### config.mk
export PLATFORM = sky130hd
export DESIGN_NAME = acwk_irq_wake
export DESIGN_NICKNAME = d
export VERILOG_FILES = /design/src/hw/acwk_pkg.sv /design/src/hw/acwk_pin_drive.sv /design/src/hw/acwk_irq_wake.sv
export SDC_FILE = /design/constraint.sdc
export NUM_CORES = 1
export LEC_CHECK = 0
export BUFFER_PORTS_ARGS = -buffer_cell sky130_fd_sc_hd__buf_4
export CAP_MARGIN = 25
export CORE_ASPECT_RATIO = 2
export CORE_MARGIN = 2
export CORE_UTILIZATION = 54
export CTS_CLUSTER_DIAMETER = 60
export DETAILED_ROUTE_END_ITERATION = 6
export GPL_TIMING_DRIVEN = 0
export PLACE_DENSITY = 0.77
export SLEW_MARGIN = 5
export SYNTH_ARGS = -nofsm -noshare
export SYNTH_HDL_FRONTEND = slang
export SYNTH_SLANG_ARGS = --single-unit
### constraint.sdc
create_clock -name clk_i -period 3.75 [get_ports clk_i]
set_input_delay 0.1875 -clock clk_i [delete_from_list [all_inputs] [get_ports clk_i]]
set_output_delay 0.1875 -clock clk_i [all_outputs]
set_load 0.005 [all_outputs]
### src/hw/acwk_pkg.sv
/*
  Constants for the motion sensor interrupt and wake-up block: register
  addresses, field positions, reset values and pulse timing.
  Assumes a 20 MHz clock and an 8-bit register port driven by the
  serial interface logic elsewhere in the sensor.
*/
package acwk_pkg;

  // ----------------------------------------------------------------
  // Register addresses
  // ----------------------------------------------------------------
  localparam logic [7:0] ADDR_SRC1     = 8'h16;
  localparam logic [7:0] ADDR_SRC2     = 8'h17;
  localparam logic [7:0] ADDR_STATUS   = 8'h18;
  localparam logic [7:0] ADDR_RELEASE  = 8'h1A;
  localparam logic [7:0] ADDR_MAIN     = 8'h1B;
  localparam logic [7:0] ADDR_RATE     = 8'h1D;
  localparam logic [7:0] ADDR_PIN_CTL  = 8'h1E;
  localparam logic [7:0] ADDR_WAKE_MSK = 8'h1F;
  localparam logic [7:0] ADDR_WAKE_DUR = 8'h29;
  localparam logic [7:0] ADDR_INACT    = 8'h2B;
  localparam logic [7:0] ADDR_LEVEL_HI = 8'h6A;
  localparam logic [7:0] ADDR_LEVEL_LO = 8'h6B;

  // ----------------------------------------------------------------
  // Field positions
  // ----------------------------------------------------------------
  localparam int unsigned PIN_EN_BIT    = 5;
  localparam int unsigned PIN_POL_BIT   = 4;
  localparam int unsigned PIN_PULSE_BIT = 3;
  localparam int unsigned UNLATCHED_WAKE_MODE_BIT    = 7;
  localparam int unsigned OPERATE_BIT   = 7;
  localparam int unsigned DRDY_EN_BIT   = 5;
  localparam int unsigned WAKE_EN_BIT   = 1;
  localparam int unsigned STAT_INT_BIT  = 4;
  localparam int unsigned SRC_DRDY_BIT  = 4;
  localparam int unsigned SRC_WAKE_BIT  = 1;
  localparam int unsigned RATE_W        = 3;

  // ----------------------------------------------------------------
  // Reset values
  // ----------------------------------------------------------------
  localparam logic [7:0] RST_MAIN     = 8'h00;
  localparam logic [7:0] RST_PIN_CTL  = 8'h00;
  localparam logic [7:0] RST_WAKE_MSK = 8'h3F;
  localparam logic [7:0] RST_ZERO     = 8'h00;

  // ----------------------------------------------------------------
  // Timing
  // ----------------------------------------------------------------
  localparam int unsigned CLK_PERIOD_NS = 50;
  localparam int unsigned PULSE_MIN_NS  = 30000;
  localparam int unsigned PULSE_CYC     =
    (PULSE_MIN_NS + CLK_PERIOD_NS - 1) / CLK_PERIOD_NS;

  typedef enum logic [2:0] {
    WK_IDLE   = 3'b001,
    WK_COUNT  = 3'b010,
    WK_ACTIVE = 3'b100
  } acwk_state_e;

endpackage

### src/hw/acwk_pin_drive.sv
/*
  Physical interrupt pin driver: enable, polarity and latched or pulsed
  output. Assumes the request and trigger inputs are synchronous.
*/
module acwk_pin_drive #(
  parameter int unsigned PULSE_CYC = 600,
  parameter int unsigned CNT_W     = 10
) (
  // Clock and reset
  input  wire logic clk_i,
  input  wire logic reset_i,
  // Configuration
  input  wire logic pin_en_i,
  input  wire logic pol_high_i,
  input  wire logic pulse_sel_i,
  // Request
  input  wire logic irq_i,
  input  wire logic trig_i,
  // Pin
  output logic      pin_o
);

  // Refused at elaboration: the counter could not hold the pulse length
  if (PULSE_CYC < 1 || PULSE_CYC >= (1 << CNT_W)) begin : g_bad_pulse
    $error("PULSE_CYC does not fit the pulse counter");
  end

  logic [CNT_W-1:0] cnt_q, cnt_d;
  logic             pin_d;
  logic             active;

  always_comb begin
    cnt_d = cnt_q;
    if (cnt_q != '0) begin
      cnt_d = cnt_q - 1'b1;
    end else if (pulse_sel_i && trig_i) begin
      cnt_d = CNT_W'(PULSE_CYC);
    end
    active = pulse_sel_i ? (cnt_d != '0) : irq_i;
    pin_d  = (pin_en_i && active) ? pol_high_i : !pol_high_i;
  end

  always_ff @(posedge clk_i) begin
    if (reset_i) begin
      cnt_q <= '0;
      pin_o <= 1'b1;
    end else begin
      cnt_q <= cnt_d;
      pin_o <= pin_d;
    end
  end

endmodule // acwk_pin_drive

### src/hw/acwk_irq_wake.sv
/*
  Interrupt and wake-up logic of a three-axis motion sensor: control
  registers, data-ready and wake-up sources, motion detection and the
  interrupt pin. Assumes an 8-bit register port from the serial
  interface, acceleration samples in 1/256 g, and a motion sample strobe
  at the rate chosen by the motion rate register.
*/
module acwk_irq_wake
  import acwk_pkg::*;
#(
  parameter int unsigned ACC_W = 16
) (
  // Clock and reset
  input  wire logic             clk_i,
  input  wire logic             reset_i,
  // Register port
  input  wire logic [7:0]       reg_addr_i,
  input  wire logic [7:0]       reg_wdata_i,
  input  wire logic             reg_wr_i,
  input  wire logic             reg_rd_i,
  output logic      [7:0]       reg_rdata_o,
  // Sample path
  input  wire logic             sample_valid_i,
  input  wire logic             accel_read_i,
  input  wire logic             motion_sample_i,
  input  wire logic [ACC_W-1:0] accel_x_i,
  input  wire logic [ACC_W-1:0] accel_y_i,
  input  wire logic [ACC_W-1:0] accel_z_i,
  // Interrupt pin
  output logic                  int_pin_o
);

  // Refused at elaboration: narrower samples cannot hold the threshold
  if (ACC_W < 13) begin : g_bad_width
    $error("ACC_W must hold a signed 12-bit threshold");
  end

  // ----------------------------------------------------------------
  // State
  // ----------------------------------------------------------------
  logic [7:0]      pin_ctl_q, pin_ctl_d, wake_msk_q, wake_msk_d;
  logic [7:0]      main_q, main_d, dur_q, dur_d, inact_q, inact_d;
  logic [7:0]      lvl_hi_q, lvl_hi_d, lvl_lo_q, lvl_lo_d;
  logic [7:0]      cnt_q, cnt_d, na_cnt_q, na_cnt_d, rdata_d;
  logic [RATE_W-1:0] rate_q, rate_d;
  logic            drdy_pend_q, drdy_pend_d, wake_pend_q, wake_pend_d;
  logic [5:0]      dir_q, dir_d;
  acwk_state_e     state_q, state_d;

  logic            rel_rd, drdy_set, wake_set, expire, hit, irq, wake_on;
  logic [5:0]      exceed, qual;
  logic [11:0]     level;
  logic signed [ACC_W-1:0] lvl_s;
  logic [ACC_W-1:0] acc [3];

  assign acc[0] = accel_x_i;
  assign acc[1] = accel_y_i;
  assign acc[2] = accel_z_i;
  assign level  = {lvl_hi_q, lvl_lo_q[7:4]};
  assign lvl_s  = ACC_W'($signed({1'b0, level}));

  // ----------------------------------------------------------------
  // Per-axis threshold compare
  // ----------------------------------------------------------------
  for (genvar a = 0; a < 3; a++) begin : g_axis
    assign exceed[4-2*a] = $signed(acc[a]) > lvl_s;
    assign exceed[5-2*a] = $signed(acc[a]) < -lvl_s;
  end

  assign qual    = exceed & wake_msk_q[5:0];
  assign hit     = motion_sample_i && (qual != 6'h00);
  assign wake_on = main_q[WAKE_EN_BIT] && main_q[OPERATE_BIT];
  assign rel_rd  = reg_rd_i && (reg_addr_i == ADDR_RELEASE);
  assign irq     = drdy_pend_q || wake_pend_q;

  // ----------------------------------------------------------------
  // Register file
  // ----------------------------------------------------------------
  always_comb begin
    pin_ctl_d  = pin_ctl_q;
    wake_msk_d = wake_msk_q;
    main_d     = main_q;
    rate_d     = rate_q;
    dur_d      = dur_q;
    inact_d    = inact_q;
    lvl_hi_d   = lvl_hi_q;
    lvl_lo_d   = lvl_lo_q;
    if (reg_wr_i) begin
      case (reg_addr_i)
        ADDR_PIN_CTL:  pin_ctl_d  = reg_wdata_i;
        ADDR_WAKE_MSK: wake_msk_d = reg_wdata_i;
        ADDR_MAIN:     main_d     = reg_wdata_i;
        ADDR_RATE:     rate_d     = reg_wdata_i[RATE_W-1:0];
        ADDR_WAKE_DUR: dur_d      = reg_wdata_i;
        ADDR_INACT:    inact_d    = reg_wdata_i;
        ADDR_LEVEL_HI: lvl_hi_d   = reg_wdata_i;
        ADDR_LEVEL_LO: lvl_lo_d   = {reg_wdata_i[7:4], 4'h0};
        default:       ;
      endcase
    end
    case (reg_addr_i)
      ADDR_SRC1:     rdata_d = 8'(drdy_pend_q) << SRC_DRDY_BIT |
                               8'(wake_pend_q) << SRC_WAKE_BIT;
      ADDR_SRC2:     rdata_d = {2'b00, dir_q};
      ADDR_STATUS:   rdata_d = 8'(irq) << STAT_INT_BIT;
      ADDR_RELEASE:  rdata_d = 8'(irq) << STAT_INT_BIT;
      ADDR_MAIN:     rdata_d = main_q;
      ADDR_RATE:     rdata_d = 8'(rate_q);
      ADDR_PIN_CTL:  rdata_d = pin_ctl_q;
      ADDR_WAKE_MSK: rdata_d = wake_msk_q;
      ADDR_WAKE_DUR: rdata_d = dur_q;
      ADDR_INACT:    rdata_d = inact_q;
      ADDR_LEVEL_HI: rdata_d = lvl_hi_q;
      ADDR_LEVEL_LO: rdata_d = lvl_lo_q;
      default:       rdata_d = 8'h00;
    endcase
    if (!reg_rd_i) begin
      rdata_d = reg_rdata_o;
    end
  end

  always_ff @(posedge clk_i) begin
    if (reset_i) begin
      pin_ctl_q   <= RST_PIN_CTL;
      wake_msk_q  <= RST_WAKE_MSK;
      main_q      <= RST_MAIN;
      rate_q      <= '0;
      dur_q       <= RST_ZERO;
      inact_q     <= RST_ZERO;
      lvl_hi_q    <= RST_ZERO;
      lvl_lo_q    <= RST_ZERO;
      reg_rdata_o <= RST_ZERO;
    end else begin
      pin_ctl_q   <= pin_ctl_d;
      wake_msk_q  <= wake_msk_d;
      main_q      <= main_d;
      rate_q      <= rate_d;
      dur_q       <= dur_d;
      inact_q     <= inact_d;
      lvl_hi_q    <= lvl_hi_d;
      lvl_lo_q    <= lvl_lo_d;
      reg_rdata_o <= rdata_d;
    end
  end

  // ----------------------------------------------------------------
  // Wake-up detector and interrupt sources
  // ----------------------------------------------------------------
  always_comb begin
    state_d  = state_q;
    cnt_d    = cnt_q;
    na_cnt_d = na_cnt_q;
    wake_set = 1'b0;
    expire   = 1'b0;
    case (state_q)
      WK_IDLE: begin
        if (hit) begin
          if (9'(cnt_q) + 9'h001 >= 9'(dur_q)) begin
            state_d  = WK_ACTIVE;
            wake_set = 1'b1;
          end else begin
            state_d = WK_COUNT;
            cnt_d   = 8'h01;
          end
        end
      end
      WK_COUNT: begin
        if (motion_sample_i) begin
          if (!hit) begin
            state_d = WK_IDLE;
            cnt_d   = 8'h00;
          end else if (9'(cnt_q) + 9'h001 >= 9'(dur_q)) begin
            state_d  = WK_ACTIVE;
            wake_set = 1'b1;
            cnt_d    = 8'h00;
          end else begin
            cnt_d = cnt_q + 8'h01;
          end
        end
      end
      WK_ACTIVE: begin
        // No new wake can start until the inactivity count runs out or wake_on drops
        if (hit) begin
          na_cnt_d = 8'h00;
        end else if (motion_sample_i) begin
          if (9'(na_cnt_q) + 9'h001 >= 9'(inact_q)) begin
            state_d  = WK_IDLE;
            na_cnt_d = 8'h00;
            expire   = 1'b1;
          end else begin
            na_cnt_d = na_cnt_q + 8'h01;
          end
        end
      end
      default: begin
        state_d = WK_IDLE;
        cnt_d   = 8'h00;
      end
    endcase
    if (!wake_on) begin
      state_d  = WK_IDLE;
      cnt_d    = 8'h00;
      na_cnt_d = 8'h00;
      wake_set = 1'b0;
      expire   = 1'b0;
    end
    drdy_set = sample_valid_i && main_q[DRDY_EN_BIT] &&
               main_q[OPERATE_BIT];
    // Set wins over any clear arriving in the same cycle
    drdy_pend_d = drdy_set ? 1'b1 :
                  (rel_rd || accel_read_i) ? 1'b0 : drdy_pend_q;
    wake_pend_d = wake_set ? 1'b1 :
                  (rel_rd || (expire && wake_msk_q[UNLATCHED_WAKE_MODE_BIT])) ? 1'b0 :
                  wake_pend_q;
    dir_d = wake_set ? qual : (rel_rd ? 6'h00 : dir_q);
  end

  always_ff @(posedge clk_i) begin
    if (reset_i) begin
      state_q     <= WK_IDLE;
      cnt_q       <= 8'h00;
      na_cnt_q    <= 8'h00;
      drdy_pend_q <= 1'b0;
      wake_pend_q <= 1'b0;
      dir_q       <= 6'h00;
    end else begin
      state_q     <= state_d;
      cnt_q       <= cnt_d;
      na_cnt_q    <= na_cnt_d;
      drdy_pend_q <= drdy_pend_d;
      wake_pend_q <= wake_pend_d;
      dir_q       <= dir_d;
    end
  end

  // ----------------------------------------------------------------
  // Pin
  // ----------------------------------------------------------------
  acwk_pin_drive #(
    .PULSE_CYC (PULSE_CYC),
    .CNT_W     (10)
  ) u_pin (
    .clk_i       (clk_i),
    .reset_i     (reset_i),
    .pin_en_i    (pin_ctl_q[PIN_EN_BIT]),
    .pol_high_i  (pin_ctl_q[PIN_POL_BIT]),
    .pulse_sel_i (pin_ctl_q[PIN_PULSE_BIT]),
    .irq_i       (irq),
    .trig_i      (drdy_set || wake_set),
    .pin_o       (int_pin_o)
  );

  logic en, pol, pls;
  assign en  = pin_ctl_q[PIN_EN_BIT];
  assign pol = pin_ctl_q[PIN_POL_BIT];
  assign pls = pin_ctl_q[PIN_PULSE_BIT];
endmodule // acwk_irq_wake

After elaboration in Yosys (flattened, before gate mapping)
Index checks and enable logic that the tools add are counted.

word-level totals
  output and inout port bits = 9
  bits in registers = 101
  bits of input ports = 71

cells by class
  reductions and logical operators = 33
  eq/ne operators = 22
  bitwise gates (word level) = 4
  add/sub/neg operators = 6
  magnitude comparators = 8
  muxes and demuxes = 39

operator list
  kind                                                                  count
  8-bit case mux with 11 select lines                                   1
  8-bit by 5-bit == test with 1-bit output, second input constant       8
  8-bit two-way mux                                                     8
  16-bit by 13-bit > comparator with 1-bit output                       3
  16-bit < comparator                                                   3
  3-bit two-way mux                                                     8
  8-bit case mux with 3 select lines                                    1
  10-bit two-way mux                                                    2
  10-bit nonzero test                                                   2
  8-bit by 1-bit adder with 9-bit output, second input constant         2
  9-bit by 8-bit greater-or-equal comparator with 1-bit output          2
  2-bit AND reduction                                                   9
  8-bit by 1-bit adder with 8-bit output, second input constant         2
  8-bit by 6-bit == test with 1-bit output, second input constant       2
  8-bit by 7-bit == test with 1-bit output, second input constant       2
  12-bit negator with 16-bit output                                     1
  1-bit two-way mux                                                     15
  6-bit two-way mux                                                     2
  2-bit inequality test, second input constant                          6
  10-bit by 1-bit subtractor with 10-bit output, second input constant  1
  3-bit case mux with 3 select lines                                    1
  1-bit logical AND                                                     8
  2-bit nonzero test                                                    4
  6-bit AND                                                             1
  other kinds (13)                                                      18

Depth between registers and ports, before layout
  depth after elaboration = 17
  gate-level depth with buffers = 18
  gate-level depth less buffers = 15

Modules after synthesis
A second synthesis with hierarchy kept.

unflattened totals
  cell total of the unflattened synthesis = 925
  area total of the unflattened synthesis = 7554.7 um2

modules (own cells, without submodules)
  module          times used  cells each  area each (um2)
  acwk_irq_wake   1           836         6830.3
  acwk_pin_drive  1           89          724.4

Worst setup path before layout
OpenSTA, ideal clock, no wires.

  path type = register -> register
  start point = register lvl_lo_q[5]
  end point = register state_q[2]
  arrival = 3937 ps
  setup slack = -266 ps
  cell stages (with the launch flop) = 18
  period minus slack after synthesis = 4016 ps
  cells stage by stage = dfxtp_1 -> inv_1 -> ha_1 -> or4b_1 -> clkbuf_1 -> nor4_1 -> xnor2_1 -> ha_1 -> nand2_1 -> a2111o_1 -> a21oi_1 -> o32ai_1 -> or4_4 -> buf_6 -> or2_1 -> buf_6 -> a311o_1 -> a211oi_2

on the way
  longest elaborated chain between the ends = 8
  elaborated cells on any way between the ends = 17

RTL lines
  element                             RTL line              RTL
  start, declared                     acwk_irq_wake.sv:43   logic [7:0] lvl_hi_q, lvl_hi_d, lvl_lo_q, lvl_lo_d;
  start signal, assigned              acwk_irq_wake.sv:141  lvl_lo_q <= lvl_lo_d;
  12-bit negator with 16-bit output   acwk_irq_wake.sv:67   assign exceed[5-2*a] = $signed(acc[a]) < -lvl_s;
  16-bit < comparator                 acwk_irq_wake.sv:67
  6-bit AND (*)                       acwk_irq_wake.sv:70   assign qual = exceed & wake_msk_q[5:0];
  6-bit nonzero test (*)              acwk_irq_wake.sv:71   assign hit = motion_sample_i && (qual != 6'h00);
  1-bit logical AND (*)               acwk_irq_wake.sv:71
  3-bit two-way mux                   acwk_irq_wake.sv:169  if (!hit) begin
  3-bit two-way mux                   acwk_irq_wake.sv:168  if (motion_sample_i) begin
  3-bit case mux with 3 select lines  acwk_irq_wake.sv:155  case (state_q)
  end signal, assigned                acwk_irq_wake.sv:227  state_q <= state_d;
  end, declared                       acwk_irq_wake.sv:48   acwk_state_e state_q, state_d;

Every way passes the cells marked *; elsewhere a longest branch is shown, timed or not. The select of a mux whose other input is x is not followed.
A chain may end at the register's enable or synchronous reset.

Final worst setup path
  start point = register lvl_lo_q[4]
  end point = register state_q[0]

The elaborated chain is that of the path after synthesis.

==> results.toml <==
[outcome]
outcome = "complete, but fails checks"
violations = "negative setup slack"

[power_and_ir_drop]
peakVddDrop_uv = 289.8
leakagePower_uw = 0.003603
cellPowerDensity_nw_per_um2 = 325.4

[sta]
drv_slew = 0
fmaxAchievable_ghz = 0.2398
hold_viol = 0
period_share_pct = 111.2
finalWorstSetupSlack_ns = -0.4196
worst_slew_pin_slew_ns = 0.9046
rsz0062_at_grt = "yes"
setup_viol = 33
period_needed_ns = 4.170
relSlewSlack_pct = 39.41
setup_tns_ns = -9.329
fin_skew_ns = 0.009519

[routing]
viasPerCell = 6.503
wl_per_cell_um = 21.01
ant_nets = 0
drt-pass1-iter-count = 6
drt_drc_violations_left = 0
wirelength_um = 25230
drt-initial-drc-count = 713
vias = 7810

[clocking]
h-tree-depth = 3
cts_tree = "done"
ctsHoldBuffers = 0
cts_buffers = 9
cts.clk_slew.worst_paths_ns = 0.07
clock-root-buffer = "clkbuf_16"
cts.sinks = 101
cts_buffer_depth = 2
clk_latency_ns = 0.36

[final_layout]
final_net_count = 1207
nFillCells = 1103
area_growth_pct = 23.75
n_antenna_cell = 0
drive_above_1_share_pct = 18.83
final_cell_mix = "dfxtp_1, buf_4, nand2_1, ha_1, a21oi_1"

[yosys]
ys_async_sr_fraction_pct = 0
syn_area_per_cell_um2 = 8.012
synth_cells = 925
ys_types = 73
yosys_warnings = 0
netlist_area_um2 = 7411
synth_edf_count = 0
ys_ff_latch = 101
yosys_most_used_dff = "dfxtp_1"
ys_seq_area_share_pct = 27.28
syn_nets = 1091

[placed_design]
io_buffers = 77
pre_cts_ws_ns = -1.056
finalWeightedCongestion = 0.9585
dpl.hpwl_um = 19210

[worst_setup_path]
path_depth = 15
r2r_cells = 15
criticalPathCategory = "reg -> reg"
cp_slowest_cell = "or4_4"
crit_chain = "or4_4, nor2_4, xnor2_2, ha_1, o21a_1, o211ai_1, a31oi_2, o21ai_2, nor4b_4, o32ai_2, or4_4, buf_12, a31oi_4, o211ai_2, a2111o_1"
critPathArrivalTime_ns = 4.41
max_stage_delay_ns = 0.62
crit_path_end_kind = "flop"
cpMostUsedCell = "or4_4"
path_buf_inv = 1
start_kind = "flop"
crit_family = "simple AND/OR/NAND/NOR gates"
cp_max_fo = 5
critPathRequiredTime_ns = 3.99

[die]
die_area_um2 = 14730
core_um2 = 13440
die_width_um = 86.84
ioPinCount = 80
start_util_pct = 55.15
std_cell_rows = 60
die_h_um = 169.7

[grt]
grt_pass1_vias = 7841
grt-ovfl-total = 0
grtUsageTotal_pct = 34.55
grt_pass1_wl_um = 38820
grt_max_degree = 19
antenna_found_initial = 0

[worst_hold_path]
worstHoldPathType = "in -> reg"
hold_depth = 3

[job]
maxCapViolCount = 0
[metrics by stage]
step / area [um2] / instances / total power [uW] / utilization [%] / hold slack (ns)
3_3_place_gp: 8214 / 1157 / 1908 / 61.13 / 0.4424
3_5_place_dp: 8224 / 1158 / 1938 / 61.20 / 0.4459
5_1_grt: 9171 / 1201 / 3109 / 68.25 / 0.1198
6_report: 9171 / 1201 / 2984 / 68.25 / 0.1055
2_1_floorplan: 7442 / 925 / 1687 / - / 0.3275
4_1_cts: 9054 / 1197 / 2952 / 67.37 / 0.1057
[timing repair]
action	CTS	global route
gates cloned	1	0
pin swaps	27	11
setup buffers	23	4
gates resized for setup	68	15
endpoints found under the setup margin	33	33
[state kept, by name, indices dropped and copies added (netlist names)]
register     flops
lvl_hi_q         8
na_cnt_q         8
cnt_q            8
main_q           8
dir_q            6
lvl_lo_q         4
wake_msk_q       8
drdy_pend_q      1
dur_q            8
u_pin.pin_o      1
reg_rdata_o      8
rate_q           3
wake_pend_q      1
pin_ctl_q        8
state_q          3
inact_q          8
u_pin.cnt_q     10
[logic make-up (layout without fill, tap and decap cells)]
logic type | after synthesis | count (layout) | share of synthesized area (%)
XOR/XNOR | 25 | 25 | 3.140
multiplexers | 16 | 16 | 2.195
adder cells (fa/ha/maj) | 96 | 96 | 16.17
flip-flops | 101 | 101 | 27.28
AND/OR/NAND/NOR | 366 | 366 | 24.97
AO/OA/AOI/OAI | 244 | 244 | 22.02
buffers and inverters | 77 | 198 | 4.221
[synth_stat cells, types with 16 or more instances]
cell      instances  area (um2)
dfxtp_1         101        2022
inv_1            39       146.4
a21o_1           18       135.1
o21ai_0          32       160.2
nand4_1          16       100.1
nand2_1          94       352.8
clkbuf_1         32       120.1
a22oi_1          21       157.7
nor2_1           77       289.0
ha_1             95        1189
a21oi_1          79       395.4
nand3_1          65       325.3
[worst register-to-register path: cells and delay by family (launching register included)]
family	cells	cell delay, ns
and+or+nand+nor	4	1.68
xor gates and xnor gates	1	0.10
buffers and inverters	1	0.17
AOI/OAI and AO/OA	8	1.43
DFF	1	0.36
adders and majority gates	1	0.31
[where the power goes]
group / leakage [uW] / internal [uW] / switching (uW)
sequential: 0.000819 / 1120 / 48.2
combinational: 0.00264 / 356 / 480
clock: 0.000141 / 527 / 452
[worst paths after layout]
check                from     endpoint  slack, ns
max           lvl_lo_q[4]   state_q[0]      -0.42
max reg2reg   lvl_lo_q[4]   state_q[0]      -0.42
min reg2reg     main_q[0]    main_q[0]       0.46
min          accel_read_i  drdy_pend_q       0.11
[metal layers]
layer	up-vias	wire, um	global-route usage [%]
met1	3617	7878	30.01
met4	0	2699	32.00
met2	361	13210	62.99
met3	151	1442	6.615
met5	-	0	0
li1	3681	-	-
[layout make-up]
cell class | instances | area (um2) | area share (%)
clock buffer | 9 | 225.2 | 2.456
inverter | 40 | 152.6 | 1.664
multi-input combinational | 747 | 5449 | 59.41
clock inverter | 7 | 81.33 | 0.8868
buffer | 36 | 178.9 | 1.951
timing repair buffer | 106 | 855.8 | 9.332
tap | 155 | 193.9 | 2.115
sequential | 101 | 2034 | 22.18
Power figures use the tool's default switching activity.
